File: src/design/fme_pkg.sv
// package of constants and types for the flash mass erase and row program sequencer
package fme_pkg;
   // address and data widths of the processor bus
   localparam int ADDR_W = 16;
   localparam int DATA_W = 8;
   // row geometry: 64 bytes per row, row number is address bits 6 and up
   localparam int ROW_BYTES = 64;
   localparam int ROW_LSB = 6;
   // array address window (user memory up to top vectors)
   localparam logic [15:0] ARRAY_LO = 16'h8000;
   localparam logic [15:0] ARRAY_HI = 16'hFFFF;
   // location of the block protect byte
   localparam logic [15:0] PROTECT_ADDR = 16'hFF80;
   // protect byte value meaning no protection
   localparam logic [7:0] PROTECT_NONE = 8'hFF;
   // clock period and recovery interval
   localparam int CLK_PERIOD_NS = 10;
   localparam int READ_RECOVERY_NS = 1000;
   localparam int RECOVERY_CYC = (READ_RECOVERY_NS + CLK_PERIOD_NS - 1) / CLK_PERIOD_NS;
   localparam int RCV_W = 8;

   // sequencer states
   typedef enum logic [2:0] {
      FME_IDLE = 3'b000,  // read mode
      FME_ARMED = 3'b001, // select bit set, waiting for protect read
      FME_CHECKED = 3'b010, // protect read done, waiting latch write
      FME_LATCHED = 3'b011, // address latched, high voltage may be set
      FME_HV = 3'b100,    // high voltage on
      FME_RECOVER = 3'b101 // read recovery after high voltage off
   } fme_state_e;
endpackage

File: src/design/fme_if.sv
// bundle carrying array accesses from the sequencer to the row checker
`timescale 1ns/100ps
`default_nettype none
interface fme_if;
   import fme_pkg::*;
   logic wr;                      // array write seen this cycle
   logic [ADDR_W-1:0] addr;       // address of that write
   logic clear;                   // forget the latched row
   logic latched;                 // a row is held
   logic same_row;                // current write lies in the held row
   logic in_array;                // current address lies in the array
   modport seq (output wr, addr, clear, input latched, same_row, in_array);
   modport chk (input wr, addr, clear, output latched, same_row, in_array);
endinterface
`default_nettype wire

File: src/design/fme_seq.sv
// flash mass erase and row program sequencer, top module
`timescale 1ns/100ps
`default_nettype none
module fme_seq #(
   parameter int RECOVERY_CYCLES = fme_pkg::RECOVERY_CYC
) (
   input wire logic i_core_clk,
   input wire logic i_srst,
   // control bit writes from software
   input wire logic i_ctrl_wr,                       // write strobe for control bits
   input wire logic i_program_select,                // program select value written
   input wire logic i_erase_select,                  // erase select value written
   input wire logic i_mass_select,                   // mass select value written
   input wire logic i_high_voltage_enable,           // high voltage value written
   // array accesses from software
   input wire logic i_arr_wr,                        // write strobe into array space
   input wire logic i_arr_rd,                        // read strobe into array space
   input wire logic [fme_pkg::ADDR_W-1:0] i_arr_addr, // access address
   input wire logic [fme_pkg::DATA_W-1:0] i_arr_wdata, // write data
   input wire logic [fme_pkg::DATA_W-1:0] i_protect_byte, // stored block protect byte
   // mode inputs from the system
   input wire logic i_monitor_insecure,              // monitor mode with security failed
   input wire logic i_wait_mode,                     // processor in wait mode
   input wire logic i_stop_mode,                     // processor in stop mode
   // control bit readback
   output logic o_program_select,
   output logic o_erase_select,
   output logic o_mass_select,
   output logic o_high_voltage_enable,
   // array side
   output logic o_pump_on,                           // charge pump drive
   output logic o_array_prog,                        // program one byte pulse
   output logic o_array_erase,                       // erase active level
   output logic o_array_mass,                        // whole array erase when erasing
   output logic [fme_pkg::ADDR_W-1:0] o_latch_addr,  // latched address
   output logic [fme_pkg::DATA_W-1:0] o_latch_data,  // latched data
   output logic o_standby,                           // array in standby
   output logic o_read_ready,                        // array readable
   output logic o_seq_error                          // sticky refused-step flag
);
   import fme_pkg::*;

   // all registered state of the sequencer
   typedef struct packed {
      fme_state_e state;
      logic program_select;
      logic ers;
      logic mas;
      logic hv;
      logic prog_pulse;
      logic [ADDR_W-1:0] laddr;
      logic [DATA_W-1:0] ldata;
      logic standby;
      logic ready;
      logic err;
      logic [RCV_W-1:0] rcv;
   } fme_seq_s;

   fme_seq_s cur_ff;
   fme_seq_s nxt_cur;
   fme_if rl ();           // link to the row latch
   logic protected_any;    // protect byte shows any protection
   logic low_power;        // wait or stop requested

   // row latch checks that program writes stay in one row
   fme_row_latch u_row (
      .i_core_clk(i_core_clk),
      .i_srst(i_srst),
      .bus(rl.chk)
   );

   // protection and power decoding
   always_comb begin
      protected_any = (i_protect_byte != PROTECT_NONE);
      low_power = i_wait_mode || i_stop_mode;
   end

   // next-state logic
   always_comb begin
      nxt_cur = cur_ff;
      nxt_cur.prog_pulse = 1'b0;
      rl.wr = 1'b0;
      rl.addr = i_arr_addr;
      rl.clear = 1'b0;
      if (low_power) begin
         // standby: with a select bit set, every control to the array goes inactive
         nxt_cur.standby = (cur_ff.program_select || cur_ff.ers || cur_ff.standby);
         if (cur_ff.program_select || cur_ff.ers) begin
            nxt_cur.hv = 1'b0;
            nxt_cur.program_select = 1'b0;
            nxt_cur.ers = 1'b0;
            nxt_cur.mas = 1'b0;
            nxt_cur.state = FME_IDLE;
            rl.clear = 1'b1;
         end
      end else begin
         nxt_cur.standby = 1'b0;
         // control bit writes
         if (i_ctrl_wr) begin
            // interlock: a write setting both selects is refused whole
            if (i_program_select && i_erase_select) begin
               nxt_cur.err = 1'b1;
            end else begin
               nxt_cur.program_select = i_program_select && !cur_ff.ers;
               nxt_cur.ers = i_erase_select && !cur_ff.program_select;
               nxt_cur.mas = i_mass_select;
               if (i_high_voltage_enable && !cur_ff.hv) begin
                  // voltage on only after the full sequence and with no protection
                  if ((cur_ff.program_select || cur_ff.ers) && cur_ff.state == FME_LATCHED
                      && !protected_any) begin
                     nxt_cur.hv = 1'b1;
                     nxt_cur.state = FME_HV;
                  end else begin
                     nxt_cur.err = 1'b1;
                  end
               end else if (!i_high_voltage_enable && cur_ff.hv) begin
                  nxt_cur.hv = 1'b0;
                  nxt_cur.state = FME_RECOVER;
                  nxt_cur.rcv = RCV_W'(RECOVERY_CYCLES);
                  nxt_cur.ready = 1'b0;
               end
               // selecting an operation arms the sequence and latching
               if (cur_ff.state == FME_IDLE && (nxt_cur.program_select || nxt_cur.ers)
                   && !cur_ff.program_select && !cur_ff.ers) begin
                  nxt_cur.state = FME_ARMED;
                  rl.clear = 1'b1;
               end
               // dropping the select before voltage abandons the sequence
               if (!nxt_cur.program_select && !nxt_cur.ers && !cur_ff.hv && cur_ff.state != FME_RECOVER) begin
                  nxt_cur.state = FME_IDLE;
                  rl.clear = 1'b1;
               end
            end
         end
         // protect byte read step
         if (i_arr_rd && i_arr_addr == PROTECT_ADDR && cur_ff.state == FME_ARMED) begin
            nxt_cur.state = FME_CHECKED;
         end
         // array writes
         if (i_arr_wr) begin
            if (!cur_ff.program_select && !cur_ff.ers) begin
               // nothing selected: write ignored
            end else if (cur_ff.state == FME_CHECKED) begin
               // latch write: protect byte when insecure monitor erasing
               if (rl.in_array
                   && (!(i_monitor_insecure && cur_ff.ers) || i_arr_addr == PROTECT_ADDR)) begin
                  nxt_cur.laddr = i_arr_addr;
                  nxt_cur.ldata = i_arr_wdata;
                  nxt_cur.state = FME_LATCHED;
                  rl.wr = cur_ff.program_select;
               end else begin
                  nxt_cur.err = 1'b1;
               end
            end else if (cur_ff.state == FME_HV && cur_ff.program_select) begin
               // byte write must fall in the latched row
               if (rl.same_row && rl.in_array) begin
                  nxt_cur.laddr = i_arr_addr;
                  nxt_cur.ldata = i_arr_wdata;
                  nxt_cur.prog_pulse = 1'b1;
               end else begin
                  nxt_cur.err = 1'b1;
               end
            end
         end
         // read recovery countdown
         if (cur_ff.state == FME_RECOVER && !(i_ctrl_wr && i_high_voltage_enable)) begin
            if (cur_ff.rcv <= RCV_W'(1)) begin
               nxt_cur.state = FME_IDLE;
               nxt_cur.ready = 1'b1;
               rl.clear = 1'b1;
            end else begin
               nxt_cur.rcv = cur_ff.rcv - RCV_W'(1);
            end
         end
      end
   end

   // state register, reset to read mode with pump off
   always_ff @(posedge i_core_clk) begin
      if (i_srst) begin
         cur_ff <= '{state: FME_IDLE, ready: 1'b1, default: '0};
      end else begin
         cur_ff <= nxt_cur;
      end
   end

   // outputs straight from the state register
   assign o_program_select = cur_ff.program_select;
   assign o_erase_select = cur_ff.ers;
   assign o_mass_select = cur_ff.mas;
   assign o_high_voltage_enable = cur_ff.hv;
   assign o_pump_on = cur_ff.hv;
   assign o_array_prog = cur_ff.prog_pulse;
   assign o_array_erase = cur_ff.ers && cur_ff.hv;
   assign o_array_mass = cur_ff.mas && cur_ff.ers;
   assign o_latch_addr = cur_ff.laddr;
   assign o_latch_data = cur_ff.ldata;
   assign o_standby = cur_ff.standby;
   assign o_read_ready = cur_ff.ready;
   assign o_seq_error = cur_ff.err;
endmodule
`default_nettype wire

File: src/design/fme_row_latch.sv
// row latch: holds the row of the first array write and compares later writes against it
`timescale 1ns/100ps
`default_nettype none
module fme_row_latch (
   input wire logic i_core_clk,
   input wire logic i_srst,
   fme_if.chk bus
);
   import fme_pkg::*;

   // all state of the latch
   typedef struct packed {
      logic held;                         // row captured
      logic [ADDR_W-ROW_LSB-1:0] row;     // captured row number
   } fme_row_s;

   fme_row_s cur_ff;
   fme_row_s nxt_cur;

   // combinational outputs of the comparison
   always_comb begin
      bus.latched = cur_ff.held;
      bus.in_array = (bus.addr >= ARRAY_LO) && (bus.addr <= ARRAY_HI);
      bus.same_row = cur_ff.held && (bus.addr[ADDR_W-1:ROW_LSB] == cur_ff.row);
   end

   // next state: capture on first write, drop on clear
   always_comb begin
      nxt_cur = cur_ff;
      if (bus.clear) begin
         nxt_cur.held = 1'b0;
      end else if (bus.wr && !cur_ff.held) begin
         nxt_cur.held = 1'b1;
         nxt_cur.row = bus.addr[ADDR_W-1:ROW_LSB];
      end
   end

   // state register
   always_ff @(posedge i_core_clk) begin
      if (i_srst) begin
         cur_ff <= '0;
      end else begin
         cur_ff <= nxt_cur;
      end
   end
endmodule
`default_nettype wire

File: config.mk
export PLATFORM = sky130hd
export DESIGN_NAME = fme_seq
export DESIGN_NICKNAME = d
export VERILOG_FILES = /design/src/design/fme_pkg.sv /design/src/design/fme_if.sv /design/src/design/fme_seq.sv /design/src/design/fme_row_latch.sv
export SDC_FILE = /design/constraint.sdc
export NUM_CORES = 1
export LEC_CHECK = 0
export ABC_AREA = 1
export BUFFER_PORTS_ARGS = -buffer_cell sky130_fd_sc_hd__buf_2
export CORE_MARGIN = 5
export CORE_UTILIZATION = 40
export DETAILED_ROUTE_END_ITERATION = 10
export GPL_ROUTABILITY_DRIVEN = 0
export PLACE_DENSITY = 0.76
export SYNTH_ARGS = -nofsm -noshare
export SYNTH_HDL_FRONTEND = slang
export SYNTH_SLANG_ARGS = --single-unit
File: constraint.sdc
create_clock -name i_core_clk -period 1.6 [get_ports i_core_clk]
set_input_delay 0.24 -clock i_core_clk [delete_from_list [all_inputs] [get_ports i_core_clk]]
set_output_delay 0.24 -clock i_core_clk [all_outputs]
set_load 0.05 [all_outputs]
== Word-level counts from Yosys, hierarchy flattened ==
Index checks and enable logic that the tools add are counted.
Word-level totals
  bits in registers: 54
  bits in latches: 0
  RAM bits: 0
  memory bits (read-only): 0
  bits of input ports: 44
  logic and storage cells: 146
  memories kept: 0
Cells by class
  add/subtract/negate cells: 1
  $mul: 0
  div/mod/pow operators: 0
  $lt $le $gt $ge: 3
  equality and inequality tests: 13
  shift-type cells: 0
  muxes and demuxes: 56
  bitwise gates (word level): 5
  reduce and logical (&&, ||, !) cells: 54
Operators with widths (number)
  two-way mux 24 bit: 3
  two-way mux 8 bit: 5
  two-way mux 3 bit: 12
  two-way mux 1 bit: 30
  two-way mux 7 bit: 4
  logical AND 1 bit: 27
  two-way mux 25 bit: 1
  equality test 16 bit, second input constant: 1
  greater-or-equal comparator 16 bit, second input constant: 1
  less-or-equal comparator 16 bit, second input constant: 1
  equality test 10 bit: 1
  zero test 1 bit: 10
  two-way mux 10 bit: 1
  less-or-equal comparator 8 x 1 -> 1 bit, second input constant: 1
  != test 8 bit, second input constant: 1
  subtractor 8 x 1 -> 8 bit, second input constant: 1
  equality test 3 x 2 -> 1 bit, second input constant: 2
  equality test 3 bit, second input constant: 2
  AND reduction 6 bit: 1
  nonzero test 2 bit: 3
  OR reduction 6 bit: 1
  logical OR 1 bit: 5
  inverter 1 bit: 5
  AND reduction 5 bit: 1
  10 further kinds: 12

== Logic depth before layout (Yosys ltp) ==
Gate-level depths: netlist of run 1.
  word-level depth: 18
  gate-level depth with buffers: 13
  gate-level depth less buffers: 13

== Cells and area by module ==
A second synthesis of run 1 with hierarchy kept.
Second synthesis, totals
  cell total of the unflattened synthesis: 474
  area, all modules: 3124.2 um^2
Modules (own cells, without submodules)
  fme_seq: times used 1, cells an instance 384, area each 2471.1 um^2
  fme_row_latch: times used 1, cells an instance 90, area each 653.1 um^2

== Worst setup path before layout of run 1 ==
Ideal clock, no wire load.
  kind: reg-to-reg
  from: register cur_ff, in the netlist o_erase_select
  to: register cur_ff, in the netlist o_latch_addr[10]
  library setup time: 0.115 ns
  arrival: 1.705 ns
  data required time: 1.485 ns
  setup slack: -0.220 ns
  cell stages (with the launch flop): 9
  path buffers: 1
  clock period less this slack: 1.820 ns
  cells stage by stage: dfxtp_1 -> nor2_1 -> inv_1 -> nand2_1 -> a211oi_2 -> clkbuf_1 -> nand3_1 -> nand2_1 -> nor2_1
Between the ends
  cells in the longest elaborated chain, start to end: 6
  elaborated cells between the ends (all ways): 9
  classes of those cells: eq/ne: 1; bitwise: 1; reduce/logical: 7
RTL lines
  start: declaration: RTL line fme_seq.sv:59  | fme_seq_s cur_ff;
  start signal: assignment: RTL line fme_seq.sv:183  | cur_ff <= nxt_cur;
  logical AND 1 bit: RTL line fme_seq.sv:146  | && (!(i_monitor_insecure && cur_ff.ers) || i_arr_addr == PROTECT_ADDR)) begin
  zero test 1 bit: RTL line fme_seq.sv:146
  logical OR 1 bit: RTL line fme_seq.sv:146
  logical AND 1 bit: RTL line fme_seq.sv:146
  != test 2 x 1 -> 1 bit (no line)
  AND reduction 6 bit (no line) (*)
Every way passes the cells marked *; elsewhere a longest branch is shown, timed or not.
A chain may end at the register's enable or synchronous reset.

== Final worst setup path of run 1 ==
  from: register u_row.cur_ff[4] in the netlist's numbering
  to: register cur_ff, in the netlist o_latch_addr[3]
Between the ends
  cells in the longest elaborated chain, start to end: 5
RTL lines
  start: declaration: RTL line fme_row_latch.sv:17  | fme_row_s cur_ff;
  start signal: assignment: RTL line fme_row_latch.sv:43  | cur_ff <= nxt_cur;
  equality test 10 bit: RTL line fme_row_latch.sv:24  | bus.same_row = cur_ff.held && (bus.addr[ADDR_W-1:ROW_LSB] == cur_ff.row);
  logical AND 1 bit: RTL line fme_row_latch.sv:24
  logical AND 1 bit: RTL line fme_seq.sv:156  | if (rl.same_row && rl.in_array) begin
  nonzero test 2 bit (no line)
  AND reduction 6 bit (no line)
No other way between the ends.

==> metrics.txt, run 1 <==
final worst path period share=1.09; most frequent cells in the layout=nand2_1, buf_2, nor2_1; drt total wl=9760 um; pwr/cell area=565 nW/um^2; clock skew=7.25 ps; Synth area leaders=dfxtp_1, nand2_1, nor2_1; Setup Crit Path Kind=flop to flop; nets=613; mux contribution to synthesized area=0; Clock Tree Buf Depth=2; RSZ-0062 raised after global routing=true; pin count of the biggest net entering global routing=49; Startpoint Class=flop; Reg2Reg Setup Slack=-150 ps; setup violators final=39; H-tree depth=2; Initial Utilization=0.416; starting DRC count in detailed routing=186; Tot Pwr=2440 uW; Hold Path Class=input pin to flop; share of the synthesized area in the top cell type=0.355; vias per cell=5.14; vias in the first global route=3041; Mapped Cells=460; cell taking the most area after synthesis=dfxtp_1; Post-DP Area=3650 sq um; DRC Markers=0; Die Width=97.3 um; Clk Latency, worst-skew pair=310 ps; XOR/XNOR Fraction of Synth Area=0.0144; core area=7330 sq um; reg2reg path depth=8; fill count=631; CP Data Required Time=1850 ps; warnings from Yosys=0; clock sinks=54; Die H=97.3 um; Max VDD drop=0.494 mV; post-synthesis sequential area ratio=0.355; P_leak=0.00194 uW; cell area after layout=4320 sq um; CTS tree=yes; full die area=9460 sq um; Initial DRT Pass Iterations=4; max-cap viol count=0; Compound-Gate Fraction of Synth Area=0.136; Hold Startpoint=i_mass_select; all-layer global routing usage=0.174; Tmin final=1750 ps; ys async rst share=0; largest family of logic cells by synthesized area=simple AND/OR/NAND/NOR gates; Clock Pin Slew Worst Setup and Hold Paths=100 ps; r2r endpoint=o_latch_addr[3]; CP endpoint=o_latch_addr[3]; Final WS setup=-147 ps; Synth Area in Simple Gates=0.341; Synth Flop Type=dfxtp_1; Synth Area in Adders=0.00821; Buffers on Ports=78; violated checks=negative setup slack; worst rel slew slack=0.766; Worst Tran Pin Value=347 ps; worst hold slack=188 ps; total congestion overflow=0; Distinct cells, synth=38; initial antenna violation count=1; max frequency=572 MHz; Avg Cell Area, Syn=6.62 sq um; # hold bufs at CTS=0; status=finished with violations; ports placed on the boundary=79; post-synthesis net count=506; Fin. Hold Viols=0; root buffer cell=clkbuf_8; routed wire length per instance=14.6 um; diode count=0; CP arrival=2000 ps; setup TNS=-2500 ps; via count=3431; most common cell after layout, fill and taps aside=nand2_1; reg2reg start=u_row.cur_ff[4]; crit-path max FO=7; Crit. End Element=flop; fin. max-slew vios=0; row cnt=31; EDFF count, synth=0; first-pass GRT wire length=14000 um; crit path from=u_row.cur_ff[4]; Area Growth Syn to Fin=41.9%; share of layout cells above drive strength 1=0.405; placed wire-length estimate=6260 um; synthesized area=3050 sq um; flops & latches, synth=54; Antenna Nets Post-Route=0; CTS buffer count=5
worst min path at each step:
stage                             to  cells past startpoint  slack (ps)
floorplan            u_row.cur_ff[0]                      2         400
global placement    o_latch_addr[15]                      2         450
detailed placement  o_latch_addr[15]                      2         460
CTS                    o_mass_select                      3         190
global route           o_mass_select                      3         190
finish                 o_mass_select                      3         190
state kept, by name, indices dropped and copies added, names as in the netlist, 8 cells and up:
| name | count |
|---|---|
| u_row.cur_ff | 10 |
| o_latch_data | 8 |
| o_latch_addr | 16 |
| cur_ff | 11 |
repair_timing:
item	CTS	global route
endpoints found under the hold margin	0	0
buffers inserted	3	8
setup endpoints to repair	41	46
gates cloned	2	8
gates resized for setup	36	65
pin swaps	11	47
report_power, final:
group | internal [uW] | leakage [uW] | total (uW) | switching [uW]
clock network | 309 | 0.0000441 | 782 | 473
logic | 129 | 0.00146 | 307 | 178
registers | 1350 | 0.000440 | 1350 | 4.53
Yosys cell counts (2+ instances only):
cell type  count
nand2_1      104
nor2_1        79
dfxtp_1       54
nand3_1       43
inv_1         33
a21oi_1       32
buf_4         28
o21ai_0       20
nand4_1        9
clkbuf_1       5
o22ai_1        5
buf_2          4
buf_6          4
nor3_1         4
a31oi_1        3
inv_2          3
nor2_2         3
xnor2_1        3
ha_1           2
nand2_2        2
o21a_1         2
xor2_1         2
per-layer routing:
layer  part of all wire  GRT usage  up-vias  wire length [um]
met5             0.0011          0        -                11
met4              0.020     0.0447        2               193
met3              0.059     0.0409       27               572
met2               0.50      0.301      108              4920
met1               0.42      0.217     1611              4060
li1                   -          -     1683                 -
worst max-delay path, stage by stage (launching register included):
cell	delay, ps
dfxtp_2	340
xnor2_1	150
nand3_1	100
nor3_2	230
nand4_1	220
nand2_4	230
clkbuf_16	190
a21oi_1	100
nor2_1	140
final cells by class:
class,instances,area [sq um],share of cell area
clock inverter,3,21.3,0.00492
clock buffer,5,68.8,0.0159
timing repair inverter,1,8.76,0.00203
multi-input combinational,327,1830,0.423
inverter,38,155,0.0359
tap,99,124,0.0287
sequential,54,1090,0.253
timing repair buffer,140,1020,0.237
through the flow:
step                      instances   util  setup WS [ps]
after floorplan                 460      -          -17.9
after global placement          638  0.498           -146
after detailed placement        638  0.498           -163
after CTS                       651  0.526          -42.9
after global routing            667  0.590           -207
final                           667  0.590           -147
cells by family after synthesis:
| group | count (synthesis) |
|---|---|
| simple gates | 248 |
| buf+inv | 80 |
| compound gates | 71 |
| flops | 54 |
| xor+xnor | 5 |
| fa+ha+maj | 2 |
No activity file was read; power rests on OpenSTA's default activity.
==> run 2, diff against run 1 <==
- ABC_AREA: 1 -> 0
- PLACE_DENSITY: 0.76 -> 0.74
- clock period: 1.6 -> 1.7 ns (I/O delays scaled with it)
==> run 2 against run 1 <==
Compared with the run above: the flow still finishes with violations (negative setup slack); final area grew 0.67%; core utilization grew 5.1 points; register-to-register slack lost 100 ps; sequential power shrank 6%; hold slack lost 36 ps; via count shrank 12%; combinational power shrank 7.2%; sequential cell count is the same.
==> metrics.txt, run 2 <==
placed wire-length estimate=5870 um; max-cap viol count=0; core area=6790 sq um; final worst path period share=1.15; Clock Tree Buf Depth=2; synthesized area=2790 sq um; top-count cell post-synth=dfxtp_1; CTS tree=yes; CP Data Required Time=1910 ps; root buffer cell=clkbuf_8; violated checks=negative setup slack; vias in the first global route=2762; max frequency=513 MHz; Fin. Hold Viols=0; nets=518; power share of the sequential group=0.548; status=finished with violations; # hold bufs at CTS=0; leading post-synthesis cells by instance count=dfxtp_1, nand2_1, nand3_1, buf_4, nor2_1; Final WS setup=-251 ps; Setup Crit Path Kind=flop to flop; Max VDD drop=0.320 mV; setup TNS=-6760 ps; EDFF count, synth=0; cell taking the most area after synthesis=dfxtp_1; Area Growth Syn to Fin=56.2%; pwr/cell area=532 nW/um^2; cell chain of the critical path=or4_4, nor3_4, nand3_2, nand4_1, buf_4, mux2i_1, nor2_1; full die area=8730 sq um; crit path from=cur_ff[3]; Tot Pwr=2310 uW; CP max stage cell=or4_4; Die H=93.4 um; first-pass GRT wire length=12900 um; clock skew=13.2 ps; CTS buffer count=5; most common cell after layout, fill and taps aside=buf_2; Largest register FFs=16; vias per cell=5.28; critical path's top delay family=simple AND/OR/NAND/NOR gates; share of layout cells above drive strength 1=0.531; Buffers on Ports=78; pin count of the biggest net entering global routing=33; Synth Flop Type=dfxtp_1; Distinct cells, synth=46; most frequent cells in the layout=buf_2, buf_4, dfxtp_1; DRC Markers=0; worst rel slew slack=0.769; warnings from Yosys=0; Clock Power Share=0.328; max incr delay on CP=580 ps; routed wire length per instance=15.9 um; Die Width=93.4 um; Hold Startpoint=i_arr_wdata[5]; Worst Path Buf+Inv=1; Worst Tran Pin Value=344 ps; CP arrival=2160 ps; Initial DRT Pass Iterations=4; Clk Latency, worst-skew pair=320 ps; Reg2Reg Setup Slack=-250 ps; Clock Pin Slew Worst Setup and Hold Paths=110 ps; ports placed on the boundary=79; Avg Cell Area, Syn=8.10 sq um; reg2reg start=cur_ff[3]; Tmin final=1950 ps; Initial Utilization=0.410; setup violators final=46; Hold Path Class=input pin to flop; clock sinks=54; drt total wl=9030 um; Synth area leaders=dfxtp_1, buf_4, nand3_1; Crit. End Element=flop; Logic pwr share=0.123; via count=3007; initial antenna violation count=0; Mapped Cells=344; RSZ-0062 raised after global routing=true; switching power=617 uW; share of the synthesized area in the top cell type=0.388; H-tree depth=2; crit-path max FO=5; row cnt=30; post-synthesis net count=390; all-layer global routing usage=0.182; diode count=0; Power Internal=1700 uW; total congestion overflow=0; P_leak=0.00189 uW; Startpoint Class=flop; ys async rst share=0; fin. max-slew vios=0; Net Sw Frac=0.267; flops & latches, synth=54; post-synthesis sequential area ratio=0.388; Antenna Nets Post-Route=0; starting DRC count in detailed routing=158
[run 2: cell count changes after synthesis, moves of 9 or more]
| cell | previous run | this run |
|---|---|---|
| mux2i_1 | 0 | 13 |
| nand3_1 | 43 | 34 |
| nor2_1 | 79 | 27 |
| nand2_1 | 104 | 39 |
| a21oi_1 | 32 | 16 |
| inv_1 | 33 | 7 |
[run 2: metrics by stage]
stage	cell area, sq um	setup WS [ps]	std cells	utilization	hold WS (ps)
4_1_cts	3940	-177	554	0.579	146
6_report	4350	-251	569	0.641	152
5_1_grt	4350	-328	569	0.641	159
3_5_place_dp	3690	-540	540	0.543	442
3_3_place_gp	3690	-458	540	0.543	434
2_1_floorplan	2940	-221	344	-	385
[run 2: logic make-up (layout without fill, tap and decap cells)]
logic type / Yosys count / count (layout) / synth area share
buffers and inverters: 50 / 179 / 0.105
AND/OR/NAND/NOR: 153 / 153 / 0.280
flip-flops: 54 / 54 / 0.388
adder cells (fa/ha/maj): 2 / 2 / 0.00898
multiplexers: 13 / 13 / 0.0467
XOR/XNOR: 9 / 9 / 0.0283
AO/OA/AOI/OAI: 63 / 63 / 0.143
[run 2: layer usage]
layer  track usage  part of all wire  vias up  wire [um]
li1              -                 -     1450          -
met1         0.228              0.41     1444       3720
met4        0.0537             0.022        0        200
met2         0.310              0.51       95       4620
met3        0.0402             0.054       18        483
met5             0                 0        -          0
[run 2: final cells by class]
class / count / area (sq um)
tap: 96 / 120
clock buffer: 5 / 68.8
timing repair buffer: 164 / 1240
inverter: 7 / 26.3
clock inverter: 3 / 23.8
fill: 522 / 2440
sequential: 54 / 1100
multi-input combinational: 240 / 1780
[run 2: worst min-delay path, stage by stage]
cell     delay, ps
buf_2           70
nand3_1         60
o21ai_2         50
[run 2: power by group through the flow]
stage | registers, uW | logic [uW] | clock network, uW
finish | 1270 | 285 | 760
global route | 1270 | 306 | 858
CTS | 1270 | 260 | 776
detailed placement | 1300 | 248 | 0
global placement | 1300 | 243 | 0
floorplan | 1310 | 86.5 | 0
[run 2: worst paths after layout]
kind,endpoint,cells after the start
max,u_row.cur_ff[5],7
min,o_latch_data[5],3
max reg2reg,u_row.cur_ff[5],7
min reg2reg,o_latch_data[7],2
[run 2: repair_timing]
| action | 4_1_cts | 5_1_grt |
|---|---|---|
| pin swaps | 20 | 24 |
| setup buffers | 5 | 10 |
| resized for setup | 25 | 53 |
| endpoints found under the hold margin | 0 | 0 |
| setup endpoints to repair | 47 | 48 |
| cloned | 1 | 6 |
